**config.mk**
```make
export PLATFORM = sky130hd
export DESIGN_NAME = dci_top
export DESIGN_NICKNAME = d
export VERILOG_FILES = /design/src/dci_pkg.sv /design/src/dci_top.sv
export SDC_FILE = /design/constraint.sdc
export NUM_CORES = 2
export LEC_CHECK = 0
export ABC_AREA = 1
export BUFFER_PORTS_ARGS = -buffer_cell sky130_fd_sc_hd__buf_2
export CAP_MARGIN = 20
export CORE_MARGIN = 3
export CORE_UTILIZATION = 43
export DETAILED_ROUTE_END_ITERATION = 16
export SLEW_MARGIN = 10
export SYNTH_ARGS = -nofsm -noshare
export SYNTH_HDL_FRONTEND = slang
export SYNTH_SLANG_ARGS = --single-unit
```
**constraint.sdc**
```tcl
create_clock -name core_clk -period 15.3 [get_ports core_clk]
set_input_delay 0 -clock core_clk [delete_from_list [all_inputs] [get_ports core_clk]]
set_output_delay 0 -clock core_clk [all_outputs]
set_load 0.01 [all_outputs]
```
**src/dci_pkg.sv**
```systemverilog
// Constants and types shared by the drive control-input logic.
// Assumes a 100 MHz core clock; debounce is derived from it here, ramp tick and gate are given in cycles.
package dci_pkg;
   localparam int unsigned CLK_MHZ          = 100;
   // Contact debounce time in microseconds
   localparam int unsigned DEBOUNCE_US      = 5000;
   localparam int unsigned DEBOUNCE_CYC     = DEBOUNCE_US * CLK_MHZ;
   // Speed / setpoint word width
   localparam int unsigned SPD_W            = 16;
   // Ramp step interval in cycles
   localparam int unsigned RAMP_TICK_CYC    = 100;
   // Pulse measurement gate in cycles
   localparam int unsigned GATE_CYC         = 100000;
   // Reset values
   localparam logic [15:0] SPEED_RST        = 16'h0000;
   // Lockout mask bit positions, one per setpoint parameter
   localparam int unsigned MASK_SP1         = 0;
   localparam int unsigned MASK_SP2         = 1;
   localparam int unsigned MASK_SP3         = 2;
   localparam int unsigned MASK_SP4         = 3;
   // Number of contact inputs
   localparam int unsigned N_CONTACT        = 10;
   localparam int unsigned IN_RUN           = 0;
   localparam int unsigned IN_RSTOP         = 1;
   localparam int unsigned IN_FSTOP         = 2;
   localparam int unsigned IN_JOG           = 3;
   localparam int unsigned IN_LOOP          = 4;
   localparam int unsigned IN_PRISEC        = 5;
   localparam int unsigned IN_PSEL          = 6;
   localparam int unsigned IN_SSEL          = 7;
   localparam int unsigned IN_RAMPDIS       = 8;
   localparam int unsigned IN_LOCK          = 9;

   typedef enum logic [1:0] {
      DCI_IDLE,
      DCI_RUN,
      DCI_RSTOP,
      DCI_FSTOP
   } dci_state_t;
endpackage

```
**src/dci_top.sv**
```systemverilog
// Control-input logic of a DC speed drive: contact inputs, run state,
// setpoint choice, ramp, loop law, pulse speed measure, keypad lockout.
// Assumes raw contacts are asynchronous, closed = 1; one core clock.
// Function
// - Momentary run closure latches run state.
// - Ramped-stop opening latches stop, decelerates at programmed rate.
// - Fast-stop opening latches stop, zeroes speed at once.
// - Jog drives jog speed only while held; never latched.
// - Closed loop drives error, setpoint minus feedback, toward zero.
// - Open loop uses setpoint only, ignores feedback.
// - Primary/secondary input picks scaling format: master or follower.
// - Primary mode: setpoint 1 when select open, 2 when closed.
// - Secondary mode: setpoint 3 when select open, 4 when closed.
// - Ramp disable freezes ramps; ramping resumes on release.
// - Fast stop overrides ramp disable.
// - Lockout rejects keypad writes to masked setpoints.
// - Monitoring stays active during lockout.
// - Follower: reference frequency times ratio gives commanded speed.
// - Speed measured from feedback pulses, sensor type irrelevant.
// - Serial writes only with local/computer closed; monitoring always.
`timescale 1ns/1ns
`default_nettype none
module dci_top
   import dci_pkg::*;
#(
   parameter int unsigned DEB_CYC  = DEBOUNCE_CYC,
   parameter int unsigned GATE     = GATE_CYC
) (
   input  wire logic                 core_clk,
   input  wire logic                 nrst,
   input  wire logic [N_CONTACT-1:0] contact_in,
   input  wire logic                 local_computer_in,
   input  wire logic                 fb_pulse_in,
   input  wire logic                 ref_pulse_in,
   input  wire logic                 master_is_primary,
   input  wire logic [SPD_W-1:0]     accel_step,
   input  wire logic [SPD_W-1:0]     decel_step,
   input  wire logic [SPD_W-1:0]     jog_speed,
   input  wire logic [SPD_W-1:0]     gain_shift,
   input  wire logic [3:0]           lockout_mask_parameter,
   input  wire logic                 key_wr,
   input  wire logic                 ser_wr,
   input  wire logic [1:0]           par_idx,
   input  wire logic [SPD_W-1:0]     par_data,
   output logic                      running,
   output logic                      follower_active,
   output logic [1:0]                active_sp_idx,
   output logic [SPD_W-1:0]          ramped_ref,
   output logic [SPD_W-1:0]          drive_out,
   output logic [SPD_W-1:0]          measured_speed,
   output logic [SPD_W-1:0]          ref_freq,
   output logic                      write_rejected
);
   // Counts below two leave the debounce and gate counters with no terminal value
   if (DEB_CYC < 2 || GATE < 2) begin : g_bad_counts
      $error("dci_top: counts too small");
   end

   localparam int DW = $clog2(DEB_CYC + 1);
   localparam int GW = $clog2(GATE + 1);
   localparam int RW = $clog2(RAMP_TICK_CYC + 1);

   typedef struct packed {
      logic [N_CONTACT+2:0]       s1;
      logic [N_CONTACT+2:0]       s2;
      logic [N_CONTACT+2:0]       fb_prev;
      logic [N_CONTACT-1:0]       deb;
      logic [N_CONTACT-1:0][DW-1:0] dcnt;
      dci_state_t                 st;
      logic [3:0][SPD_W-1:0]      sp;
      logic [SPD_W-1:0]           ramp;
      logic [RW-1:0]              rtick;
      logic [GW-1:0]              gcnt;
      logic [SPD_W-1:0]           fb_cnt;
      logic [SPD_W-1:0]           rf_cnt;
      logic [SPD_W-1:0]           meas;
      logic [SPD_W-1:0]           rfreq;
      logic [SPD_W-1:0]           dout;
      logic                       run_o;
      logic                       fol_o;
      logic [1:0]                 sp_idx;
      logic                       rej;
   } dci_regs_t;

   dci_regs_t r_reg, r_next;

   // Saturating add/subtract of unsigned speed words
   function automatic logic [SPD_W-1:0] sat_step(input logic [SPD_W-1:0] cur,
                                                 input logic [SPD_W-1:0] tgt,
                                                 input logic [SPD_W-1:0] step);
      logic [SPD_W:0] t;
      t = '0;
      if (cur < tgt) begin
         t = {1'b0, cur} + {1'b0, step};
         sat_step = (t > {1'b0, tgt}) ? tgt : t[SPD_W-1:0];
      end else begin
         sat_step = (cur - tgt > step) ? SPD_W'(cur - step) : tgt;
      end
   endfunction

   logic [N_CONTACT-1:0] c;
   logic                 want_run;
   logic [SPD_W-1:0]     setpoint;
   logic [SPD_W-1:0]     target;
   logic [2*SPD_W-1:0]   prod;
   logic                 lc;

   always_comb begin
      r_next = r_reg;
      c  = r_reg.deb;
      lc = r_reg.s2[N_CONTACT];
      // Two-stage synchroniser; only stage two is read
      r_next.s1 = {ref_pulse_in, fb_pulse_in, local_computer_in, contact_in};
      r_next.s2 = r_reg.s1;
      r_next.fb_prev = r_reg.s2;
      // Counter debounce: input must hold steady the full window
      for (int i = 0; i < N_CONTACT; i++) begin
         if (r_reg.s2[i] == r_reg.deb[i]) begin
            r_next.dcnt[i] = '0;
         end else if (r_reg.dcnt[i] == DW'(DEB_CYC - 1)) begin
            r_next.deb[i]  = r_reg.s2[i];
            r_next.dcnt[i] = '0;
         end else begin
            r_next.dcnt[i] = r_reg.dcnt[i] + 1'b1;
         end
      end
      // Run/stop state; fast stop beats ramped stop beats run
      case (r_reg.st)
         DCI_IDLE: begin
            if (!c[IN_FSTOP]) r_next.st = DCI_FSTOP;
            else if (!c[IN_RSTOP]) r_next.st = DCI_IDLE;
            else if (c[IN_RUN]) r_next.st = DCI_RUN;
         end
         DCI_RUN: begin
            if (!c[IN_FSTOP]) r_next.st = DCI_FSTOP;
            else if (!c[IN_RSTOP]) r_next.st = DCI_RSTOP;
         end
         DCI_RSTOP: begin
            if (!c[IN_FSTOP]) r_next.st = DCI_FSTOP;
            else if (r_reg.ramp == '0) r_next.st = DCI_IDLE;
         end
         DCI_FSTOP: begin
            r_next.st = DCI_IDLE;
         end
         default: r_next.st = DCI_IDLE;
      endcase
      // Jog only while held and no stop is open
      want_run = (r_reg.st == DCI_RUN);
      // Setpoint choice by mode and select inputs
      r_next.fol_o  = c[IN_PRISEC] ? master_is_primary : !master_is_primary;
      r_next.sp_idx = c[IN_PRISEC] ? {1'b1, c[IN_SSEL]} : {1'b0, c[IN_PSEL]};
      setpoint = r_reg.sp[r_reg.sp_idx];
      // Follower: reference frequency times ratio, ratio in 8.8 fixed point
      prod = r_reg.rfreq * setpoint;
      if (r_reg.fol_o) begin
         target = prod[SPD_W+7:8];
      end else begin
         target = setpoint;
      end
      if (c[IN_JOG] && r_reg.st == DCI_IDLE && c[IN_FSTOP] && c[IN_RSTOP]) begin
         target = jog_speed;
      end else if (!want_run) begin
         target = '0;
      end
      // Ramp tick divider
      r_next.rtick = (r_reg.rtick == '0) ? RW'(RAMP_TICK_CYC - 1) : r_reg.rtick - 1'b1;
      if (r_reg.st == DCI_FSTOP || (r_next.st == DCI_FSTOP)) begin
         r_next.ramp = '0;
      end else if (r_reg.rtick == '0 && !c[IN_RAMPDIS]) begin
         r_next.ramp = sat_step(r_reg.ramp, target,
                                (target > r_reg.ramp) ? accel_step : decel_step);
      end
      // Loop law; trim acts on ramped reference minus measured speed
      if (r_reg.ramp == '0) begin
         r_next.dout = '0;
      end else if (c[IN_LOOP]) begin
         // Proportional trim on top of feed-forward
         if (r_reg.ramp >= r_reg.meas)
            r_next.dout = sat_step(r_reg.ramp, '1, (r_reg.ramp - r_reg.meas) >> gain_shift);
         else
            r_next.dout = sat_step(r_reg.ramp, '0, (r_reg.meas - r_reg.ramp) >> gain_shift);
      end else begin
         r_next.dout = r_reg.ramp;
      end
      // Pulse counting over a fixed gate, any sensor type alike
      r_next.gcnt = r_reg.gcnt + 1'b1;
      if (r_reg.s2[N_CONTACT+1] && !r_reg.fb_prev[N_CONTACT+1])
         r_next.fb_cnt = r_reg.fb_cnt + 1'b1;
      if (r_reg.s2[N_CONTACT+2] && !r_reg.fb_prev[N_CONTACT+2])
         r_next.rf_cnt = r_reg.rf_cnt + 1'b1;
      if (r_reg.gcnt == GW'(GATE - 1)) begin
         r_next.gcnt   = '0;
         r_next.meas   = r_next.fb_cnt;
         r_next.rfreq  = r_next.rf_cnt;
         r_next.fb_cnt = '0;
         r_next.rf_cnt = '0;
      end
      // Parameter writes: keypad gated by lockout mask, serial by local/computer
      r_next.rej = 1'b0;
      if (key_wr) begin
         if (c[IN_LOCK] && lockout_mask_parameter[par_idx]) r_next.rej = 1'b1;
         else r_next.sp[par_idx] = par_data;
      end else if (ser_wr) begin
         if (!lc) r_next.rej = 1'b1;
         else r_next.sp[par_idx] = par_data;
      end
      r_next.run_o = (r_next.st == DCI_RUN);
   end

   // Single state register
   always_ff @(posedge core_clk or negedge nrst) begin
      if (!nrst) begin
         r_reg <= '0;
      end else begin
         r_reg <= r_next;
      end
   end

   // Monitoring outputs stay live whatever the lockout state
   assign running         = r_reg.run_o;
   assign follower_active = r_reg.fol_o;
   assign active_sp_idx   = r_reg.sp_idx;
   assign ramped_ref      = r_reg.ramp;
   assign drive_out       = r_reg.dout;
   assign measured_speed  = r_reg.meas;
   assign ref_freq        = r_reg.rfreq;
   assign write_rejected  = r_reg.rej;
endmodule
`default_nettype wire

```
# Yosys cells after proc, flatten, opt, wreduce, memory -nomap -nowiden
# Cells that the tools add are included.
# Widths: inputs -> output; s select.
dict set report classes {
  add_sub_neg 24
  multipliers 1
  order_cmp 14
  eq_ne 27
  n_shift 2
  mux 67
  n_bitwise 10
  reduce_logical 30
}
# op n
set ops {}
lappend ops {{$mux 19} 20}
lappend ops {{$mux 16} 22}
lappend ops {{$mux 64} 4}
lappend ops {{$add 19x1->19 const B} 10}
lappend ops {{$eq 19x19->1 const B} 10}
lappend ops {{$sub 16x16->16} 6}
lappend ops {{$mux 81} 1}
lappend ops {{$bwmux 64} 1}
lappend ops {{$gt 16x16->1} 4}
lappend ops {{$add 16x16->17} 3}
lappend ops {{$add 16x1->16 const B} 2}
lappend ops {{$bmux 16 s2} 1}
lappend ops {{$demux 16 s2} 1}
lappend ops {{$shr 16x16->16} 2}
lappend ops {{$mul 16x16->24} 1}
lappend ops {{$reduce_and 2->1} 10}
lappend ops {{$add 17x1->17 const B} 1}
lappend ops {{$eq 17x17->1 const B} 1}
lappend ops {{$gt 17x1->1 const B} 1}
lappend ops {{$gt 17x16->1} 1}
lappend ops {{$gt 17x16->1 const B} 1}
lappend ops {{$ge 16x16->1} 1}
lappend ops {{$logic_not 16->1} 1}
lappend ops {{$lt 16x1->1 const B} 1}
lappend ops {{23 further kinds} 69}
dict set report word_totals {
  register_bits 430
  input_bits 104
  output_inout_bits 69
  elab_cells 215
}

# Longest topological paths before layout
dict set report depth {
  word_depth 14
  depth_mapped 71
  mapped_depth_nobuf 66
}

# Worst setup path after synthesis
# Ideal clock, no wire load.
dict set report synth_timing {
  path_kind {register to register}
  startpoint {reg r_reg, in the netlist active_sp_idx[0]}
  endpoint {reg r_reg, in the netlist ramped_ref[7]}
  setup_ps 118
  arrival_time_ps 10528
  setup_slack_ps 4654
  path_stages_with_launch 67
  period_less_slack_ps 10646
  path_cell_list {dfrtp_1 buf_6 inv_6 buf_12 buf_6 clkbuf_1 nand2_1 o211ai_1 nand2_1 inv_1 clkbuf_1 nand2_1 fa_1 inv_1 fa_1 inv_1 fa_1 inv_1 [31 not listed] a21oi_1 o21bai_1 a21oi_1 nor2_1 nor2_1 xor2_1 ha_1 a21oi_1 o21ai_0 a21oi_1 nand3_1 nand2_2 inv_2 buf_6 nand2_1 o211ai_1 nand3_1 nand2_1}
}
dict set report synth_via {
  elab_chain_len 14
}
# element line_no
set synth_rtl {}
lappend synth_rtl {{start: declaration} dci_top.sv:85} ;# dci_regs_t r_reg, r_next;
lappend synth_rtl {{start signal: assignment} dci_top.sv:215} ;# r_reg <= r_next;
lappend synth_rtl {{$bmux 16 s2 *} dci_top.sv:152} ;# setpoint = r_reg.sp[r_reg.sp_idx];
lappend synth_rtl {{$mux 16 (not written as such) *} dci_top.sv:152}
lappend synth_rtl {{$mul 16x16->24} dci_top.sv:154} ;# prod = r_reg.rfreq * setpoint;
lappend synth_rtl {{$mux 16 *} dci_top.sv:155} ;# if (r_reg.fol_o) begin
lappend synth_rtl {{$mux 16 *} dci_top.sv:162} ;# end else if (!want_run) begin
lappend synth_rtl {{$mux 16 *} dci_top.sv:160} ;# if (c[IN_JOG] && r_reg.st == DCI_IDLE && c[IN_FSTOP] && c[IN_RSTOP]) begin
lappend synth_rtl {{$gt 16x16->1} dci_top.sv:171} ;# (target > r_reg.ramp) ? accel_step : decel_step);
lappend synth_rtl {{$mux 16} dci_top.sv:171}
lappend synth_rtl {{$add 16x16->17} dci_top.sv:94} ;# t = {1'b0, cur} + {1'b0, step};
lappend synth_rtl {{$gt 17x16->1} dci_top.sv:95} ;# sat_step = (t > {1'b0, tgt}) ? tgt : t[SPD_W-1:0];
lappend synth_rtl {{$mux 16} dci_top.sv:95}
lappend synth_rtl {{$mux 16 *} dci_top.sv:93} ;# if (cur < tgt) begin
lappend synth_rtl {{$mux 16 *} dci_top.sv:169} ;# end else if (r_reg.rtick == '0 && !c[IN_RAMPDIS]) begin
lappend synth_rtl {{$mux 16 *} dci_top.sv:167} ;# if (r_reg.st == DCI_FSTOP || (r_next.st == DCI_FSTOP)) begin
# Mark *: on every way between the ends. The rest lies on a longest branch, timed or not. The select of a mux whose other input is x is not followed.
# A chain may end at the register's enable or synchronous reset.

# Worst setup path after layout
dict set report layout_timing {
  startpoint {reg r_reg, in the netlist active_sp_idx[1]}
  endpoint {reg r_reg, in the netlist ramped_ref[6]}
}
# Same word-level chain as after synthesis.

==> summary.md <==
| Metric | Value |
|---|---|
| Root Buffer | `clkbuf_16` |
| Top cell type's share of synthesized area | `0.284` |
| PwrDens | `between 60 and 70 nW/um^2` |
| Metal1 wirelength | `about 50 mm` |
| CP arrival | `13280 ps` |
| CTS resizes | `0` |
| Synth top cells by count | `1014 x nand2_1, 874 x inv_1, 529 x nor2_1` |
| Vias in the first global route | `around 31000` |
| Synthesized flop and latch total | `between 400 and 500` |
| Dpl cells | `6176` |
| Core area | `84400 sq um` |
| CP max stage delay | `approximately 840 ps` |
| Worst clock skew | `18.3 ps` |
| DP HPWL | `82.9 mm` |
| Fin cells | `between 6000 and 7000` |
| Top delay family on crit path | `adder cells` |
| Mapped Cells | `between 5000 and 6000` |
| DR DRC count | `0` |
| Kind of end point of the critical path | `flop` |
| CP max FO | `29` |
| Post-synth top flop | `dfrtp_1` |
| Average cell area after synthesis | `roughly 7.3 sq um` |
| Via/cell ratio | `just over 5` |
| Initial DRC count | `between 2000 and 3000` |
| Fmax | `0.0781 GHz` |
| First-pass GRT wire length | `between 150 and 200 mm` |
| WS Path Type | `reg2reg` |
| Synth warnings | `0` |
| Max VDD drop | `about 0.08 mV` |
| CTS tree | `yes` |
| Core Rows | `around 110` |
| Layout fillers | `~8500` |
| Worst EP required | `about 16000 ps` |
| Initial antenna violation count | `9` |
| Die width | `around 300 um` |
| RSZ-0062 raised after global routing | `no` |
| Area growth syn-to-layout | `10.1%` |
| Die area | `between 80000 and 90000 sq um` |
| Slew Limit Headroom | `0.381` |
| Post-layout util | `0.481` |
| RD Place Congestion | `0.965` |
| Synth Cell Area | `36900 sq um` |
| Post-DRT Antenna Nets | `0` |
| Post-synth EDFFs | `0` |
| Max Used Layer | `met5` |
| MaxCap Viol Count | `0` |
| CP startpoint kind | `flop` |
| GR Util All Layers | `0.238` |
| Worst slew pin tran | `~930 ps` |
| CTS buffer count | `50` |
| Slew Viols, Final | `0` |
| Crit path buffers/inverters | `10` |
| DR vias | `32700` |
| Final WL | `roughly 110 mm` |
| Most used cell, CP | `nand2_1` |
| Drt pass-1 iters | `6` |
| Ports | `~170` |
| Gr ovfl total | `0` |
| Final min period | `12800 ps` |
| Leading area contributor after synthesis | `dfrtp_1` |
| # port buffers | `about 170` |
| Chip height | `299 um` |
| Max FFs per register | `314` |
| Largest net degree at the start of global routing | `74` |
| Setup TNS | `0 ps` |
| Wire length on met3 | `between 7 and 8 mm` |
| CTS max path bufs | `3` |
| Nets | `approximately 5700` |
| Final Cycle Share | `0.837` |
| Hold Fails Final Rpt | `0` |
| Initial Util | `0.437` |
| Layout cells sized above 1 | `0.0782` |
| # clock sinks | `about 420` |
| Sequential share of the synthesized area | `0.284` |
| WL met2 | `about 46 mm` |
| Mapped Nets | `~5600` |
| Final setup viols | `0` |
| Outcome | `completed` |
| Clock slew seen by the registers of the worst setup and hold paths | `about 60 ps` |
| Leak | `about 20 nW` |
| WL per Instance | `17.0 um` |
| Worst-Skew Late Latency | `approximately 600 ps` |
| Async set-reset flop share out of synthesis | `1.00` |
| H-tree levels | `2` |
| Most instantiated library cell after synthesis | `nand2_1` |
| Hold WC Path Type | `in2reg` |
| Ranking of synthesized cells by area | `dfrtp_1 28%, nand2_1 10%, fa_1 9.5%` |
| Post-synth cell types | `76` |
| Slowest library cell on the worst path | `dfrtp_1` |
report_power, final:
group / switching, mW / internal, mW / leakage (nW)
logic: 0.231 / 0.112 / 14.0
clock network: 0.487 / 0.752 / 0.840
registers: 0.0350 / 1.16 / 5.58
total: 0.753 / 2.03 / 20.5
cells in the final DEF (no fill, tap or decap), types with 120 or more instances in the layout:
cell type and count:
inv_1 874, o21ai_0 269, dfrtp_1 419, ha_1 257, nand2_1 1013, nand3_1 212
xor2_1 120, nor2_1 528, fa_1 175, buf_2 171, a21oi_1 336
per-stage QoR:
stage                     hold slack, ps  power (mW)  setup slack, ps  instance area [sq um]
after floorplan                     -296        1.43             4650                  36900
after global placement              35.1        1.54             2840                  38400
after detailed placement            36.4        1.55             2690                  38400
after CTS                           1.18        2.82             2640                  40600
after global routing                33.8        2.92             1500                  40600
final                               42.5        2.78             2500                  40600
final timing paths:
check / startpoint / to / slack, ps / cells after the start
setup reg to reg: active_sp_idx[1] / ramped_ref[6] / 2500 / 57
hold / removal: contact_in[8] / r_next[412] / 40 / 2
max in group asynchronous: nrst / r_reg[351] / 12980 / 5
setup / recovery: active_sp_idx[1] / ramped_ref[6] / 2500 / 57
min in group asynchronous: nrst / r_reg[155] / 360 / 3
hold reg to reg: r_next[404] / r_next[391] / 350 / 0
logic make-up (layout without fill, tap and decap cells):
kind of cell / after synthesis / after routing / share of synthesized area
AND/OR/NAND/NOR: 2108 / 2108 / 0.247
AO/OA/AOI/OAI: 819 / 819 / 0.125
flip-flops: 419 / 419 / 0.284
multiplexers: 14 / 14 / 0.00414
other: 0 / 6 / 0
buffers and inverters: 1089 / 1236 / 0.121
adder cells (fa/ha/maj): 432 / 432 / 0.182
XOR/XNOR: 149 / 149 / 0.0361
layout make-up:
| cell class | instances | area, sq um | area share |
|---|---|---|---|
| well taps | 1134 | 1420 | 0.0349 |
| diodes | 6 | 15.0 | 0.000370 |
| flip-flops and latches | 419 | 10500 | 0.258 |
| repair buffers | 254 | 1630 | 0.0402 |
| inverters | 895 | 3370 | 0.0829 |
| clock buffers | 67 | 1420 | 0.0349 |
| clock inverters | 20 | 315 | 0.00776 |
| multi-input cells | 3522 | 22000 | 0.541 |
worst reg2reg max path: cells and delay by family, from the launching register on:
kind                     cells  cell delay [ps]
adder cells (fa/ha/maj)     10             4370
XOR/XNOR                     1              250
AND/OR/NAND/NOR             24             3120
buffers and inverters       10             1730
flip-flops                   1              840
AO/OA/AOI/OAI               12             2390
metal layers:
metal	track usage	up-vias
met5	0	-
met2	0.362	924
met3	0.0428	159
met1	0.344	15300
li1	-	16200
met4	0.0705	6
what timing repair did:
| item | 4_1_cts | 5_1_grt |
|---|---|---|
| hold buffers | 46 | 0 |
| endpoints found under the setup margin | 0 | 0 |
| hold endpoints to repair | 167 | 0 |
| setup buffers | 0 | 0 |
(Power assumes the default switching activity.)
